[config.mk]
export PLATFORM = sky130hd
export DESIGN_NAME = rpds_top
export DESIGN_NICKNAME = d
export VERILOG_FILES = /design/src/verilog/rpds_pkg.sv /design/src/verilog/rpds_top.sv
export SDC_FILE = /design/constraint.sdc
export NUM_CORES = 1
export LEC_CHECK = 0
export ABC_AREA = 0
export BUFFER_PORTS_ARGS = -buffer_cell sky130_fd_sc_hd__buf_2
export CAP_MARGIN = 5
export CORE_ASPECT_RATIO = 0.6
export CORE_MARGIN = 3
export CORE_UTILIZATION = 45
export CTS_CLUSTER_DIAMETER = 100
export CTS_CLUSTER_SIZE = 40
export DETAILED_ROUTE_END_ITERATION = 8
export PLACE_DENSITY = 0.87
export SLEW_MARGIN = 20
export SYNTH_ARGS = -nofsm -noshare
export SYNTH_HDL_FRONTEND = slang
export SYNTH_SLANG_ARGS = --single-unit
[constraint.sdc]
create_clock -name mclk -period 2.3 [get_ports mclk]
set_clock_uncertainty 0.1 [all_clocks]
set_input_delay 0.23 -clock mclk [delete_from_list [all_inputs] [get_ports mclk]]
set_output_delay 0.23 -clock mclk [all_outputs]
set_load 0.05 [all_outputs]
[src/verilog/rpds_pkg.sv]
// Constants for the reset, protection and debug-select block
package rpds_pkg;

  // ****************************************************************
  // Register bus geometry and offsets
  // ****************************************************************
  localparam int          ADDR_W          = 8;
  localparam int          DATA_W          = 32;
  localparam logic [7:0]  OFS_CTRL        = 8'h00;
  localparam logic [7:0]  OFS_STATUS      = 8'h04;
  localparam logic [7:0]  OFS_BOD_CFG     = 8'h08;
  localparam logic [7:0]  OFS_DEBUG       = 8'h0C;
  localparam logic [7:0]  OFS_CAPS        = 8'h10;
  localparam logic [7:0]  OFS_PROT        = 8'h14;

  // ****************************************************************
  // Field positions
  // ****************************************************************
  localparam int          CTRL_PIN_RST    = 0;
  localparam int          CTRL_CLK_LO     = 1;
  localparam int          CTRL_REMAP      = 3;
  localparam int          CTRL_ISP_DIS    = 4;
  localparam int          BOD_IRQ_SEL     = 0;
  localparam int          BOD_RST_SEL     = 1;
  localparam int          BOD_RST_EN      = 2;
  localparam int          ST_FLAGS_LO     = 0;
  localparam int          ST_BOD_RAW      = 4;
  localparam int          ST_BOD_SEEN     = 5;
  localparam int          ST_SCAN         = 6;
  localparam int          DBG_WATCH_LO    = 8;
  localparam int          CAPS_WATCH_LO   = 4;
  localparam int          PROT_NO_ISP     = 2;

  // ****************************************************************
  // Reset values
  // ****************************************************************
  localparam logic        RST_PIN_FUNC    = 1'b1;
  localparam logic        RST_REMAP       = 1'b1;
  localparam logic [2:0]  RST_BOD_CFG     = 3'h0;

  // ****************************************************************
  // Encodings
  // ****************************************************************
  localparam logic [2:0]  PM_ACTIVE       = 3'h0;
  localparam logic [2:0]  PM_SLEEP        = 3'h1;
  localparam logic [2:0]  PM_DEEP_SLEEP   = 3'h2;
  localparam logic [2:0]  PM_POWER_DOWN   = 3'h3;
  localparam logic [2:0]  PM_DEEP_PD      = 3'h4;
  localparam logic [1:0]  PROT_NONE       = 2'h0;
  localparam logic [1:0]  PROT_L1         = 2'h1;
  localparam logic [1:0]  PROT_L2         = 2'h2;
  localparam logic [1:0]  PROT_L3         = 2'h3;
  localparam logic [1:0]  ISP_FULL        = 2'h0;
  localparam logic [1:0]  ISP_LIMITED     = 2'h1;
  localparam logic [1:0]  ISP_REDUCED     = 2'h2;
  localparam logic [1:0]  ISP_NONE        = 2'h3;
  localparam logic [1:0]  CLK_SRC_IRC     = 2'h0;
  localparam logic [31:0] BOOT_FETCH_ADDR = 32'h0000_0000;

  // ****************************************************************
  // Asynchronous input indices and timing
  // ****************************************************************
  localparam int          N_SYNC          = 7;
  localparam int          SY_PIN          = 0;
  localparam int          SY_WDT          = 1;
  localparam int          SY_POR          = 2;
  localparam int          SY_BOD0         = 3;
  localparam int          SY_BOD1         = 4;
  localparam int          SY_BOOT         = 5;
  localparam int          SY_TRST         = 6;
  localparam int          CLK_PERIOD_NS   = 10;
  localparam int          PIN_PULSE_NS    = 50;
  localparam int          PIN_PULSE_CYC   = (PIN_PULSE_NS + CLK_PERIOD_NS - 1) / CLK_PERIOD_NS;

endpackage

[src/verilog/rpds_top.sv]
// Reset merge, brownout, read protection and debug port selection
//
// The address-and-strobe port and the register offsets were left to the implementer.
module rpds_top
  import rpds_pkg::*;
#(
  parameter int          NUM_BKPT     = 4,
  parameter int          NUM_WATCH    = 2,
  parameter logic [31:0] PAT_PROT_L1  = 32'h0000_0001,
  parameter logic [31:0] PAT_PROT_L2  = 32'h0000_0002,
  parameter logic [31:0] PAT_PROT_L3  = 32'h0000_0003,
  parameter logic [31:0] PAT_NO_ISP   = 32'h0000_0004
) (
  // Clock and block reset
  input  wire logic                 mclk,
  input  wire logic                 rstn,
  // Register port
  input  wire logic [ADDR_W-1:0]    reg_addr,
  input  wire logic [DATA_W-1:0]    reg_wdata,
  input  wire logic                 reg_wr,
  input  wire logic                 reg_rd,
  output logic      [DATA_W-1:0]    reg_rdata,
  // Asynchronous reset sources and pins
  input  wire logic                 reset_capable_pin_n,
  input  wire logic                 wdt_reset_req,
  input  wire logic                 por_req,
  input  wire logic [1:0]           brownout_below,
  input  wire logic                 boot_select_pin_n,
  input  wire logic                 trst_n,
  // Power mode from the power manager
  input  wire logic [2:0]           power_mode,
  // Flash controller
  input  wire logic                 flash_init_done,
  input  wire logic [31:0]          flash_prot_word,
  output logic                      flash_init_req,
  // Chip reset and clocking
  output logic                      chip_rst_n,
  output logic                      reset_status_out,
  output logic                      internal_rc_osc_en,
  output logic      [1:0]           clk_src_sel,
  output logic                      wake_req,
  // Processor start
  output logic                      cpu_start,
  output logic      [31:0]          cpu_start_addr,
  output logic                      boot_remap,
  // Brownout interrupt to the nested interrupt controller
  output logic                      brownout_irq,
  // Access control
  output logic                      swd_en,
  output logic                      scan_en,
  output logic                      core_debug_en,
  output logic      [1:0]           isp_level,
  output logic                      isp_sector0_lock,
  output logic                      isp_erase_only,
  output logic                      isp_boot_entry,
  output logic                      in_app_programming_en,
  output logic      [NUM_BKPT-1:0]  bkpt_en,
  output logic      [NUM_WATCH-1:0] watch_en
);

  // ****************************************************************
  // Elaboration checks
  // ****************************************************************
  // Debug unit has no more comparators than these
  if (NUM_BKPT < 1 || NUM_BKPT > 4 || NUM_WATCH < 1 || NUM_WATCH > 2) begin : g_bad_dbg
    $error("rpds_top: breakpoint or watchpoint count out of range");
  end
  // A minimum-width pin pulse must outlast the two-stage synchroniser
  if (PIN_PULSE_CYC < 2) begin : g_bad_pulse
    $error("rpds_top: reset pin pulse shorter than synchroniser");
  end

  // ****************************************************************
  // Types and state
  // ****************************************************************
  typedef enum logic [2:0] {
    SEQ_HOLD = 3'b001,
    SEQ_INIT = 3'b010,
    SEQ_RUN  = 3'b100
  } rpds_seq_t;

  rpds_seq_t             seq_reg;
  rpds_seq_t             seq_next;
  logic [N_SYNC-1:0]     meta_reg;
  logic [N_SYNC-1:0]     sync_reg;
  logic [1:0]            rsync_reg;
  logic                  bod_rst_reg;
  logic                  pin_low_prev_reg;
  logic                  was_dpd_reg;
  logic                  ctrl_pin_rst_reg;
  logic [1:0]            ctrl_clk_reg;
  logic                  ctrl_remap_reg;
  logic                  ctrl_isp_dis_reg;
  logic [2:0]            bod_cfg_reg;
  logic [3:0]            flags_reg;
  logic [3:0]            flags_next;
  logic                  bod_seen_reg;
  logic [1:0]            prot_reg;
  logic                  no_isp_reg;
  logic                  boot_entry_reg;
  logic [NUM_BKPT-1:0]   bkpt_reg;
  logic [NUM_WATCH-1:0]  watch_reg;
  logic                  flash_req_reg;
  logic                  cpu_start_reg;
  logic                  wake_reg;
  logic [DATA_W-1:0]     rdata_reg;

  // ****************************************************************
  // Input synchronisers
  // ****************************************************************
  wire logic [N_SYNC-1:0] async_in = {trst_n, boot_select_pin_n, brownout_below,
                                      por_req, wdt_reset_req, reset_capable_pin_n};

  // One pair of flops per asynchronous input; the first stage feeds only the second
  for (genvar i = 0; i < N_SYNC; i++) begin : g_sync
    always_ff @(posedge mclk) begin
      meta_reg[i] <= async_in[i];
      sync_reg[i] <= meta_reg[i];
    end
  end

  wire logic pin_high    = sync_reg[SY_PIN];
  wire logic boot_low    = ~sync_reg[SY_BOOT];
  wire logic trst_idle   = sync_reg[SY_TRST];

  // ****************************************************************
  // Reset source merge
  // ****************************************************************
  // Pin acts only with the reset function chosen and outside deep power-down
  wire logic pin_allowed = ctrl_pin_rst_reg & (power_mode != PM_DEEP_PD);
  wire logic pin_req_raw = pin_allowed & ~reset_capable_pin_n;
  wire logic pin_req_syn = pin_allowed & ~pin_high;
  wire logic bod_irq_lvl = bod_cfg_reg[BOD_IRQ_SEL] ? sync_reg[SY_BOD1] : sync_reg[SY_BOD0];
  wire logic bod_rst_lvl = bod_cfg_reg[BOD_RST_SEL] ? sync_reg[SY_BOD1] : sync_reg[SY_BOD0];
  // Raw sources trip the reset at once, so even a pulse between edges is caught
  wire logic src_async   = por_req | wdt_reset_req | pin_req_raw | bod_rst_reg;

  // Brownout reset request, registered so the async path sees a clean level
  always_ff @(posedge mclk) begin
    bod_rst_reg <= rstn & bod_cfg_reg[BOD_RST_EN] & bod_rst_lvl;
  end

  // Assert without a clock, release two edges after the sources clear
  always_ff @(posedge mclk or posedge src_async) begin
    if (src_async) begin
      rsync_reg <= 2'b00;
    end else if (!rstn) begin
      rsync_reg <= 2'b00;
    end else begin
      rsync_reg <= {rsync_reg[0], 1'b1};
    end
  end

  // ****************************************************************
  // Reset sequencer
  // ****************************************************************
  wire logic src_clear = rsync_reg[1];

  // Hold, init flash, run; a done level left over from the last load is not trusted
  always_comb begin
    seq_next = seq_reg;
    unique case (seq_reg)
      SEQ_HOLD: begin
        if (src_clear) begin
          seq_next = SEQ_INIT;
        end
      end
      SEQ_INIT: begin
        if (!src_clear) begin
          seq_next = SEQ_HOLD;
        end else if (flash_init_done && !flash_req_reg) begin
          seq_next = SEQ_RUN;
        end
      end
      SEQ_RUN: begin
        if (!src_clear) begin
          seq_next = SEQ_HOLD;
        end
      end
      default: begin
        seq_next = SEQ_HOLD;
      end
    endcase
  end

  always_ff @(posedge mclk) begin
    if (!rstn) begin
      seq_reg <= SEQ_HOLD;
    end else begin
      seq_reg <= seq_next;
    end
  end

  // Chip stays in reset until flash is ready, so nothing runs on stale state
  wire logic chip_run   = (seq_reg == SEQ_RUN) & src_clear;
  wire logic chip_in_rst = ~chip_run;
  wire logic init_entry = (seq_reg != SEQ_INIT) & (seq_next == SEQ_INIT);
  wire logic run_entry  = (seq_reg == SEQ_INIT) & (seq_next == SEQ_RUN);

  // Strobes to flash controller and processor
  always_ff @(posedge mclk) begin
    if (!rstn) begin
      flash_req_reg <= 1'b0;
      cpu_start_reg <= 1'b0;
    end else begin
      flash_req_reg <= init_entry;
      cpu_start_reg <= run_entry;
    end
  end

  // ****************************************************************
  // Pin wake and deep power-down tracking
  // ****************************************************************
  wire logic low_power = (power_mode == PM_SLEEP) | (power_mode == PM_DEEP_SLEEP)
                       | (power_mode == PM_POWER_DOWN);

  // Wake pulses once on the pin's falling sample in a sleep mode
  always_ff @(posedge mclk) begin
    if (!rstn) begin
      pin_low_prev_reg <= 1'b0;
      wake_reg         <= 1'b0;
      was_dpd_reg      <= 1'b0;
    end else begin
      pin_low_prev_reg <= pin_req_syn;
      wake_reg         <= pin_req_syn & ~pin_low_prev_reg & low_power;
      was_dpd_reg      <= (power_mode == PM_DEEP_PD);
    end
  end

  wire logic dpd_exit = was_dpd_reg & (power_mode != PM_DEEP_PD);

  // ****************************************************************
  // Register write decode
  // ****************************************************************
  wire logic wr_ctrl   = reg_wr & (reg_addr == OFS_CTRL);
  wire logic wr_status = reg_wr & (reg_addr == OFS_STATUS);
  wire logic wr_bod    = reg_wr & (reg_addr == OFS_BOD_CFG);
  wire logic wr_debug  = reg_wr & (reg_addr == OFS_DEBUG);

  // Control registers go back to defaults on every chip reset
  always_ff @(posedge mclk) begin
    if (!rstn || chip_in_rst) begin
      ctrl_pin_rst_reg <= RST_PIN_FUNC;
      ctrl_clk_reg     <= CLK_SRC_IRC;
      ctrl_remap_reg   <= RST_REMAP;
      ctrl_isp_dis_reg <= 1'b0;
      bod_cfg_reg      <= RST_BOD_CFG;
      bkpt_reg         <= '0;
      watch_reg        <= '0;
    end else begin
      if (dpd_exit) begin
        ctrl_clk_reg <= CLK_SRC_IRC;
      end else if (wr_ctrl) begin
        ctrl_clk_reg <= reg_wdata[CTRL_CLK_LO +: 2];
      end
      if (wr_ctrl) begin
        ctrl_pin_rst_reg <= reg_wdata[CTRL_PIN_RST];
        ctrl_remap_reg   <= reg_wdata[CTRL_REMAP];
        ctrl_isp_dis_reg <= reg_wdata[CTRL_ISP_DIS];
      end
      if (wr_bod) begin
        bod_cfg_reg <= reg_wdata[2:0];
      end
      if (wr_debug) begin
        bkpt_reg  <= reg_wdata[NUM_BKPT-1:0];
        watch_reg <= reg_wdata[DBG_WATCH_LO +: NUM_WATCH];
      end
    end
  end

  // ****************************************************************
  // Reset cause and brownout flags
  // ****************************************************************
  wire logic [3:0] cause = {bod_rst_reg, sync_reg[SY_POR], sync_reg[SY_WDT], pin_req_syn};

  // Sticky, write one to clear; a new event in the clear cycle wins
  always_comb begin
    flags_next = (flags_reg & ~(reg_wdata[ST_FLAGS_LO +: 4] & {4{wr_status}})) | cause;
  end

  always_ff @(posedge mclk) begin
    if (!rstn) begin
      flags_reg    <= 4'h0;
      bod_seen_reg <= 1'b0;
    end else begin
      flags_reg    <= flags_next;
      bod_seen_reg <= (bod_seen_reg & ~(wr_status & reg_wdata[ST_BOD_SEEN]))
                    | bod_irq_lvl;
    end
  end

  // ****************************************************************
  // Read protection
  // ****************************************************************
  wire logic [1:0] prot_decode = (flash_prot_word == PAT_PROT_L1) ? PROT_L1 :
                                 (flash_prot_word == PAT_PROT_L2) ? PROT_L2 :
                                 (flash_prot_word == PAT_PROT_L3) ? PROT_L3 : PROT_NONE;

  // Most restrictive after block reset until the flash word is first read; a chip reset keeps the last level
  always_ff @(posedge mclk) begin
    if (!rstn) begin
      prot_reg   <= PROT_L3;
      no_isp_reg <= 1'b1;
    end else if (run_entry) begin
      prot_reg   <= prot_decode;
      no_isp_reg <= (flash_prot_word == PAT_NO_ISP);
    end
  end

  // Boot pin is sampled once, on the edge that releases the chip
  always_ff @(posedge mclk) begin
    if (!rstn) begin
      boot_entry_reg <= 1'b0;
    end else if (run_entry) begin
      boot_entry_reg <= boot_low & (prot_decode != PROT_L3)
                      & (flash_prot_word != PAT_NO_ISP);
    end
  end

  // ****************************************************************
  // Register read
  // ****************************************************************
  wire logic [DATA_W-1:0] rd_ctrl   = {27'h0, ctrl_isp_dis_reg, ctrl_remap_reg, ctrl_clk_reg,
                                       ctrl_pin_rst_reg};
  wire logic [DATA_W-1:0] rd_status = {25'h0, scan_en, bod_seen_reg, bod_irq_lvl, flags_reg};
  wire logic [DATA_W-1:0] rd_bod    = {29'h0, bod_cfg_reg};
  wire logic [DATA_W-1:0] rd_debug  = {{(DATA_W-8-NUM_WATCH){1'b0}}, watch_reg,
                                       {(8-NUM_BKPT){1'b0}}, bkpt_reg};
  wire logic [DATA_W-1:0] rd_caps   = {24'h0, 4'(NUM_WATCH), 4'(NUM_BKPT)};
  wire logic [DATA_W-1:0] rd_prot   = {29'h0, no_isp_reg, prot_reg};
  wire logic [DATA_W-1:0] rd_mux    = (reg_addr == OFS_CTRL)    ? rd_ctrl   :
                                      (reg_addr == OFS_STATUS)  ? rd_status :
                                      (reg_addr == OFS_BOD_CFG) ? rd_bod    :
                                      (reg_addr == OFS_DEBUG)   ? rd_debug  :
                                      (reg_addr == OFS_CAPS)    ? rd_caps   :
                                      (reg_addr == OFS_PROT)    ? rd_prot   : '0;

  // Data stands for the one cycle after the strobe, zero otherwise
  always_ff @(posedge mclk) begin
    if (!rstn) begin
      rdata_reg <= '0;
    end else begin
      rdata_reg <= reg_rd ? rd_mux : '0;
    end
  end

  // ****************************************************************
  // Outputs
  // ****************************************************************
  assign reg_rdata             = rdata_reg;
  assign chip_rst_n            = chip_run;
  assign reset_status_out      = chip_in_rst;
  // Oscillator runs through any reset and while it is the chosen source
  assign internal_rc_osc_en    = chip_in_rst | (ctrl_clk_reg == CLK_SRC_IRC);
  assign clk_src_sel           = ctrl_clk_reg;
  assign flash_init_req        = flash_req_reg;
  assign wake_req              = wake_reg;
  assign cpu_start             = cpu_start_reg;
  assign cpu_start_addr        = BOOT_FETCH_ADDR;
  assign boot_remap            = ctrl_remap_reg;
  assign brownout_irq          = bod_irq_lvl;
  // Pin high picks serial debug, only out of reset and unprotected
  assign swd_en                = chip_run & pin_high & (prot_reg == PROT_NONE);
  // Pin low picks boundary scan until the tester asserts TRST
  assign scan_en               = ~pin_high & trst_idle;
  assign core_debug_en         = swd_en;
  assign isp_level             = (prot_reg == PROT_L1) ? ISP_LIMITED :
                                 (prot_reg == PROT_L2) ? ISP_REDUCED :
                                 (prot_reg == PROT_L3) ? ISP_NONE : ISP_FULL;
  assign isp_sector0_lock      = (prot_reg == PROT_L1);
  assign isp_erase_only        = (prot_reg == PROT_L2);
  assign isp_boot_entry        = boot_entry_reg & ~ctrl_isp_dis_reg & ~no_isp_reg;
  assign in_app_programming_en = chip_run;
  assign bkpt_en               = bkpt_reg & {NUM_BKPT{core_debug_en}};
  assign watch_en              = watch_reg & {NUM_WATCH{core_debug_en}};

endmodule

# [Yosys cells after proc, flatten, opt, wreduce, memory -nomap -nowiden]
# Index checks and enable logic that the tools add are counted.
# Widths: inputs -> output; s select.
[totals] out_inout_bits=89 inputBits=87 latch_bits=0 romBits=0 register_bits=80 word_cells=142 mem_count=0 ramBits=0
[classes] reduce_logical=12 mux=20 n_div=0 add_sub_neg=0 magnitude_cmp=0 eq_ne=25 bitwise=47 shift=0 n_mul=0
[op_table] cell="$eq 32x2->1 const B" count=2
[op_table] cell="$eq 32x1->1 const B" count=1
[op_table] cell="$eq 32x3->1 const B" count=1
[op_table] cell="$ne 32x3->1 const B" count=1
[op_table] cell="$and 1x1->1" count=24
[op_table] cell="$eq 8x4->1 const B" count=2
[op_table] cell="$eq 8x5->1 const B" count=2
[op_table] cell="$mux 3" count=5
[op_table] cell="$mux 2" count=7
[op_table] cell="$mux 7" count=2
[op_table] cell="$and 4x4->4" count=3
[op_table] cell="$eq 3x2->1 const B" count=4
[op_table] cell="$mux 10" count=1
[op_table] cell="$not 1->1" count=10
[op_table] cell="$eq 3x3->1 const B" count=3
[op_table] cell="$pmux 3 s3" count=1
[op_table] cell="$eq 8x3->1 const B" count=1
[op_table] cell="$logic_not 8->1" count=1
[op_table] cell="$or 1x1->1" count=7
[op_table] cell="$reduce_or 7->1" count=1
[op_table] cell="$eq 3x1->1 const B" count=2
[op_table] cell="$mux 6" count=1
[op_table] cell="$mux 5" count=1
[op_table] cell="$reduce_or 5->1" count=1
[op_table] cell="16 further kinds" count=20

# [Logic depth before layout (Yosys ltp)]
[depth] depth_word=7 mapped_depth=6 depth_no_buf=5

# [Least setup slack after synthesis]
# No wires, ideal clock.
[synth_path] path_type="register -> output" start="reg seq_reg[2]" end="out bkpt_en[0]" n_path_buf=2 arrival_time_ns=2.597 path_slack_ns=-0.627 stages_incl_launch_ff=6 required_time_ns=1.970 path_cell_list="dfxtp_1 nor4bb_1 clkbuf_1 and4_1 clkbuf_1 and2_1"
[synth_via] elab_chain_len=5
[synth_lines] element="start: declaration" line="rpds_top.sv:82" text="rpds_seq_t seq_reg;"
[synth_lines] element="start signal: assignment" line="rpds_top.sv:190" text="seq_reg <= seq_next;"
[synth_lines] element="$eq 3x3->1" line="rpds_top.sv:195" text="wire logic chip_run = (seq_reg == SEQ_RUN) & src_clear;"
[synth_lines] element="$and 1x1->1" line="rpds_top.sv:195"
[synth_lines] element="via chip_rst_n" line="rpds_top.sv:37" text="output logic chip_rst_n,"
[synth_lines] element="$and 1x1->1 (2 in series)" line="rpds_top.sv:363" text="assign swd_en = chip_run & pin_high & (prot_reg == PROT_NONE);"
[synth_lines] element="via core_debug_en" line="rpds_top.sv:51" text="output logic core_debug_en,"
[synth_lines] element="$and 4x4->4" line="rpds_top.sv:374" text="assign bkpt_en = bkpt_reg & {NUM_BKPT{core_debug_en}};"
[synth_lines] element="end: declaration" line="rpds_top.sv:57" text="output logic [NUM_BKPT-1:0] bkpt_en,"
# The timed path passes the listed nets, and every way through them passes these cells.

# [Worst setup path after layout]
[layout_path] start="reg seq_reg[1]" end="out watch_en[1]"
[layout_via] elab_chain_len=5
[layout_lines] element="$eq 3x3->1" line="rpds_top.sv:195"
[layout_lines] element="$and 1x1->1" line="rpds_top.sv:195"
[layout_lines] element="$and 1x1->1 (2 in series)" line="rpds_top.sv:363"
[layout_lines] element="$and 2x2->2" line="rpds_top.sv:375" text="assign watch_en = watch_reg & {NUM_WATCH{core_debug_en}};"
[layout_lines] element="end: declaration" line="rpds_top.sv:58" text="output logic [NUM_WATCH-1:0] watch_en"
# No other way between the ends.

==> impl_metrics.yaml <==
status:
  status: "completed"
synth:
  netlist_instances: 291
  synth_edf_count: 0
  synthFlopType: "dfxtp_1"
  yosysWarnings: 0
  yosysSeqAreaShare_pct: 43.6
  yosysUniqueCellTypes: 47
  synth.avg_cell_area_sq_um: 9.08
  synth_area_sq_mm: 0.00264
  synth_seq_cells: 57
  async_flop_share_pct: 3.51
floorplan:
  fp.coreArea_sq_mm: 0.00536
  die_area_sq_mm: 0.00686
  row_count: 20
  io_pins: 176
  fp.dieW_microns: 105
  die_h_microns: 65.4
  start_util_pct: 49.3
cts:
  clk_transition_reported_paths_ns: 0.06
  post_cts_buffers: 0
  cts_root_buffer: "clkbuf_8"
  numCtsBuffers: 9
  htree_levels: 3
  clock_sink_count: 57
  clock_path_buffers: 2
  cts_tree: "built"
  clock_latency_ns: 0.33
routing:
  post-route-drc-count: 0
  via_per_inst: 4.65
  wl_microns: 6690
  num_vias: 2231
  ant_nets: 0
  drtPass1Iterations: 4
  avgRoutedWirePerCell_microns: 13.9
  drt_iter0_drc: 157
setup_path:
  cp_max_fo: 8
  worstSetupPathType: "reg2out"
  critical_path_arrival_ns: 1.83
  rr_endpoint: "clk_src_sel[1]$_SDFFE_PP0P_"
  r2r_start: "seq_reg[1]$_SDFF_PN0_"
  rrSetupSlack_ns: 0.63
  worst_setup_path_end_kind: "primary output"
  reg2reg_depth: 5
  critPathLaunchType: "flop"
  crit_required_ns: 1.97
pwr:
  sw_frac_of_total_pct: 27.6
  finalPower_uw: 2350
  seqPwrFrac_pct: 43.7
  comb_power_share_pct: 15.1
  power.density_mw_per_mm2: 703
  p_leak_uw: 0.00158
  intPower_uw: 1700
  peakVddDrop_mv: 0.471
  clock_power_share_pct: 41.1
  p_switching_uw: 649
timing:
  timing.hold.ws_ns: 0.0344
  clock.fmax_mhz: 464
  post-route-min-period_ns: 2.16
  rsz0062_at_grt: "false"
  min_period_over_period_pct: 93.8
  setup_violations: 0
  finalHoldViolations: 0
  slew_violations: 0
place:
  place.detailed.hpwl_microns: 5180
  numPortBuffers: 96
  gp_congestion: 0.881
final_layout:
  largest_reg_flops: 9
  utilization_pct: 62.4
  drive_gt1_share_pct: 33.0
  fillers: 461
  area_delta_synth_final_pct: 26.4
  most-common-layout-cells: "buf_2 (90), conb_1 (55), dfxtp_1 (54)"
  final_common_cell: "buf_2"
  diodes: 0
  nNetsFinal: 486
min_path:
  worstHoldPathType: "in2reg"
  hp-start: "reg_wdata[4]"
  hold_depth: 3
  holdPathEnd: "ctrl_isp_dis_reg$_SDFFE_PP0P_"
grt:
  grt_max_degree: 25
  gr-usage-all-layers_pct: 18.4
  antenna_found_initial: 0
  grt_pass1_vias: 1948
  grt_overflow_total: 0
  grt_first_pass_wirelength_microns: 9650
flow_run:
  cap_violations: 0
## power by group through the flow
stage / logic (uW) / registers, uW / clock network (uW)
2_1_floorplan: 327 / 1050 / 0
3_3_place_gp: 331 / 1050 / 0
3_5_place_dp: 336 / 1050 / 0
4_1_cts: 350 / 1030 / 992
5_1_grt: 375 / 1030 / 1030
6_report: 355 / 1030 / 966
## Yosys cell counts (2+ instances only)
library cell | count | area, sq um
a31o_2 | 2 | 17.5
nand2b_1 | 2 | 12.5
mux2i_1 | 19 | 190
and2_1 | 7 | 43.8
nand3_1 | 4 | 20.0
clkbuf_1 | 11 | 41.3
nor2b_1 | 6 | 37.5
inv_1 | 11 | 41.3
dfxtp_1 | 55 | 1100
nand2_1 | 13 | 48.8
and4_1 | 5 | 43.8
o21ai_0 | 9 | 45.0
nand3b_1 | 2 | 15.0
nor2_1 | 27 | 101
a22oi_1 | 2 | 15.0
nor3_1 | 7 | 35.0
nand4_1 | 2 | 12.5
a31oi_1 | 7 | 43.8
a21oi_1 | 7 | 35.0
nor4_1 | 8 | 50.1
dfrtp_1 | 2 | 50.1
buf_4 | 57 | 428
nor4b_1 | 2 | 17.5
## metal layers
| metal | vias to the layer above | share of wire (%) | wire (microns) | global-route usage [%] |
|---|---|---|---|---|
| li1 | 1107 | - | - | - |
| met1 | 1032 | 43 | 2900 | 24.6 |
| met2 | 85 | 47 | 3120 | 26.7 |
| met3 | 7 | 9.0 | 600 | 9.03 |
| met4 | 0 | 1.0 | 69 | 4.42 |
| met5 | - | 0 | 0 | 0 |
## metrics by stage
stage / worst slack [ns] / cells / TNS (ns) / instance area [sq um]
global route: 0.0255 / 480 / 0 / 3340
floorplan: 0.0540 / 345 / 0 / 2860
detailed placement: -0.0615 / 455 / -0.165 / 3000
CTS: 0.000947 / 480 / 0 / 3330
global placement: -0.0226 / 455 / -0.0565 / 3000
finish: 0.143 / 480 / 0 / 3340
## cell families after synthesis
group / synth area share [%]
simple gates: 20.3
other cells: 0.142
mux: 7.20
compound gates: 8.95
buf+inv: 19.5
xor+xnor: 0.331
flops: 43.6
## how the worst max path moves through the flow
| stage | startpoint | end | slack, ns | depth (start not counted) |
|---|---|---|---|---|
| global route | seq_reg[1]$_SDFF_PN0_ | watch_en[1] | 0.03 | 5 |
| global placement | reg_addr[6] | bod_cfg_reg[2]$_SDFFE_PP0P_ | -0.02 | 6 |
| finish | seq_reg[1]$_SDFF_PN0_ | watch_en[1] | 0.14 | 5 |
| CTS | seq_reg[2]$_SDFF_PN0_ | bkpt_en[2] | 0.0009 | 5 |
| floorplan | seq_reg[2]$_SDFF_PN0_ | bkpt_en[0] | 0.05 | 5 |
| detailed placement | reg_addr[6] | bod_cfg_reg[1]$_SDFFE_PP0P_ | -0.06 | 6 |
## cell type report
type	instances	area (sq um)	share of cell area, %
clock buffer	13	179	5.36
clock inverter	2	35.0	1.05
inverter	11	41.3	1.24
multi-input combinational	208	1190	35.8
sequential	57	1150	34.5
tap	77	96.3	2.88
timing repair buffer	112	641	19.2
## worst max-delay path: stages, from the launching register on
cell and delay [ns]:
dfxtp_1 0.38, nor4bb_2 0.29, buf_4 0.20, and4_4 0.27
and2_2 0.16, buf_4 0.19
## repair_timing
item / in CTS / in global routing
endpoints found under the hold margin: 11 / 0
endpoints found under the setup margin: 6 / 8
resized for setup: 6 / 4
hold buffers: 10 / 0
pin swaps: 0 / 0
No activity file was read; power rests on OpenSTA's default activity.
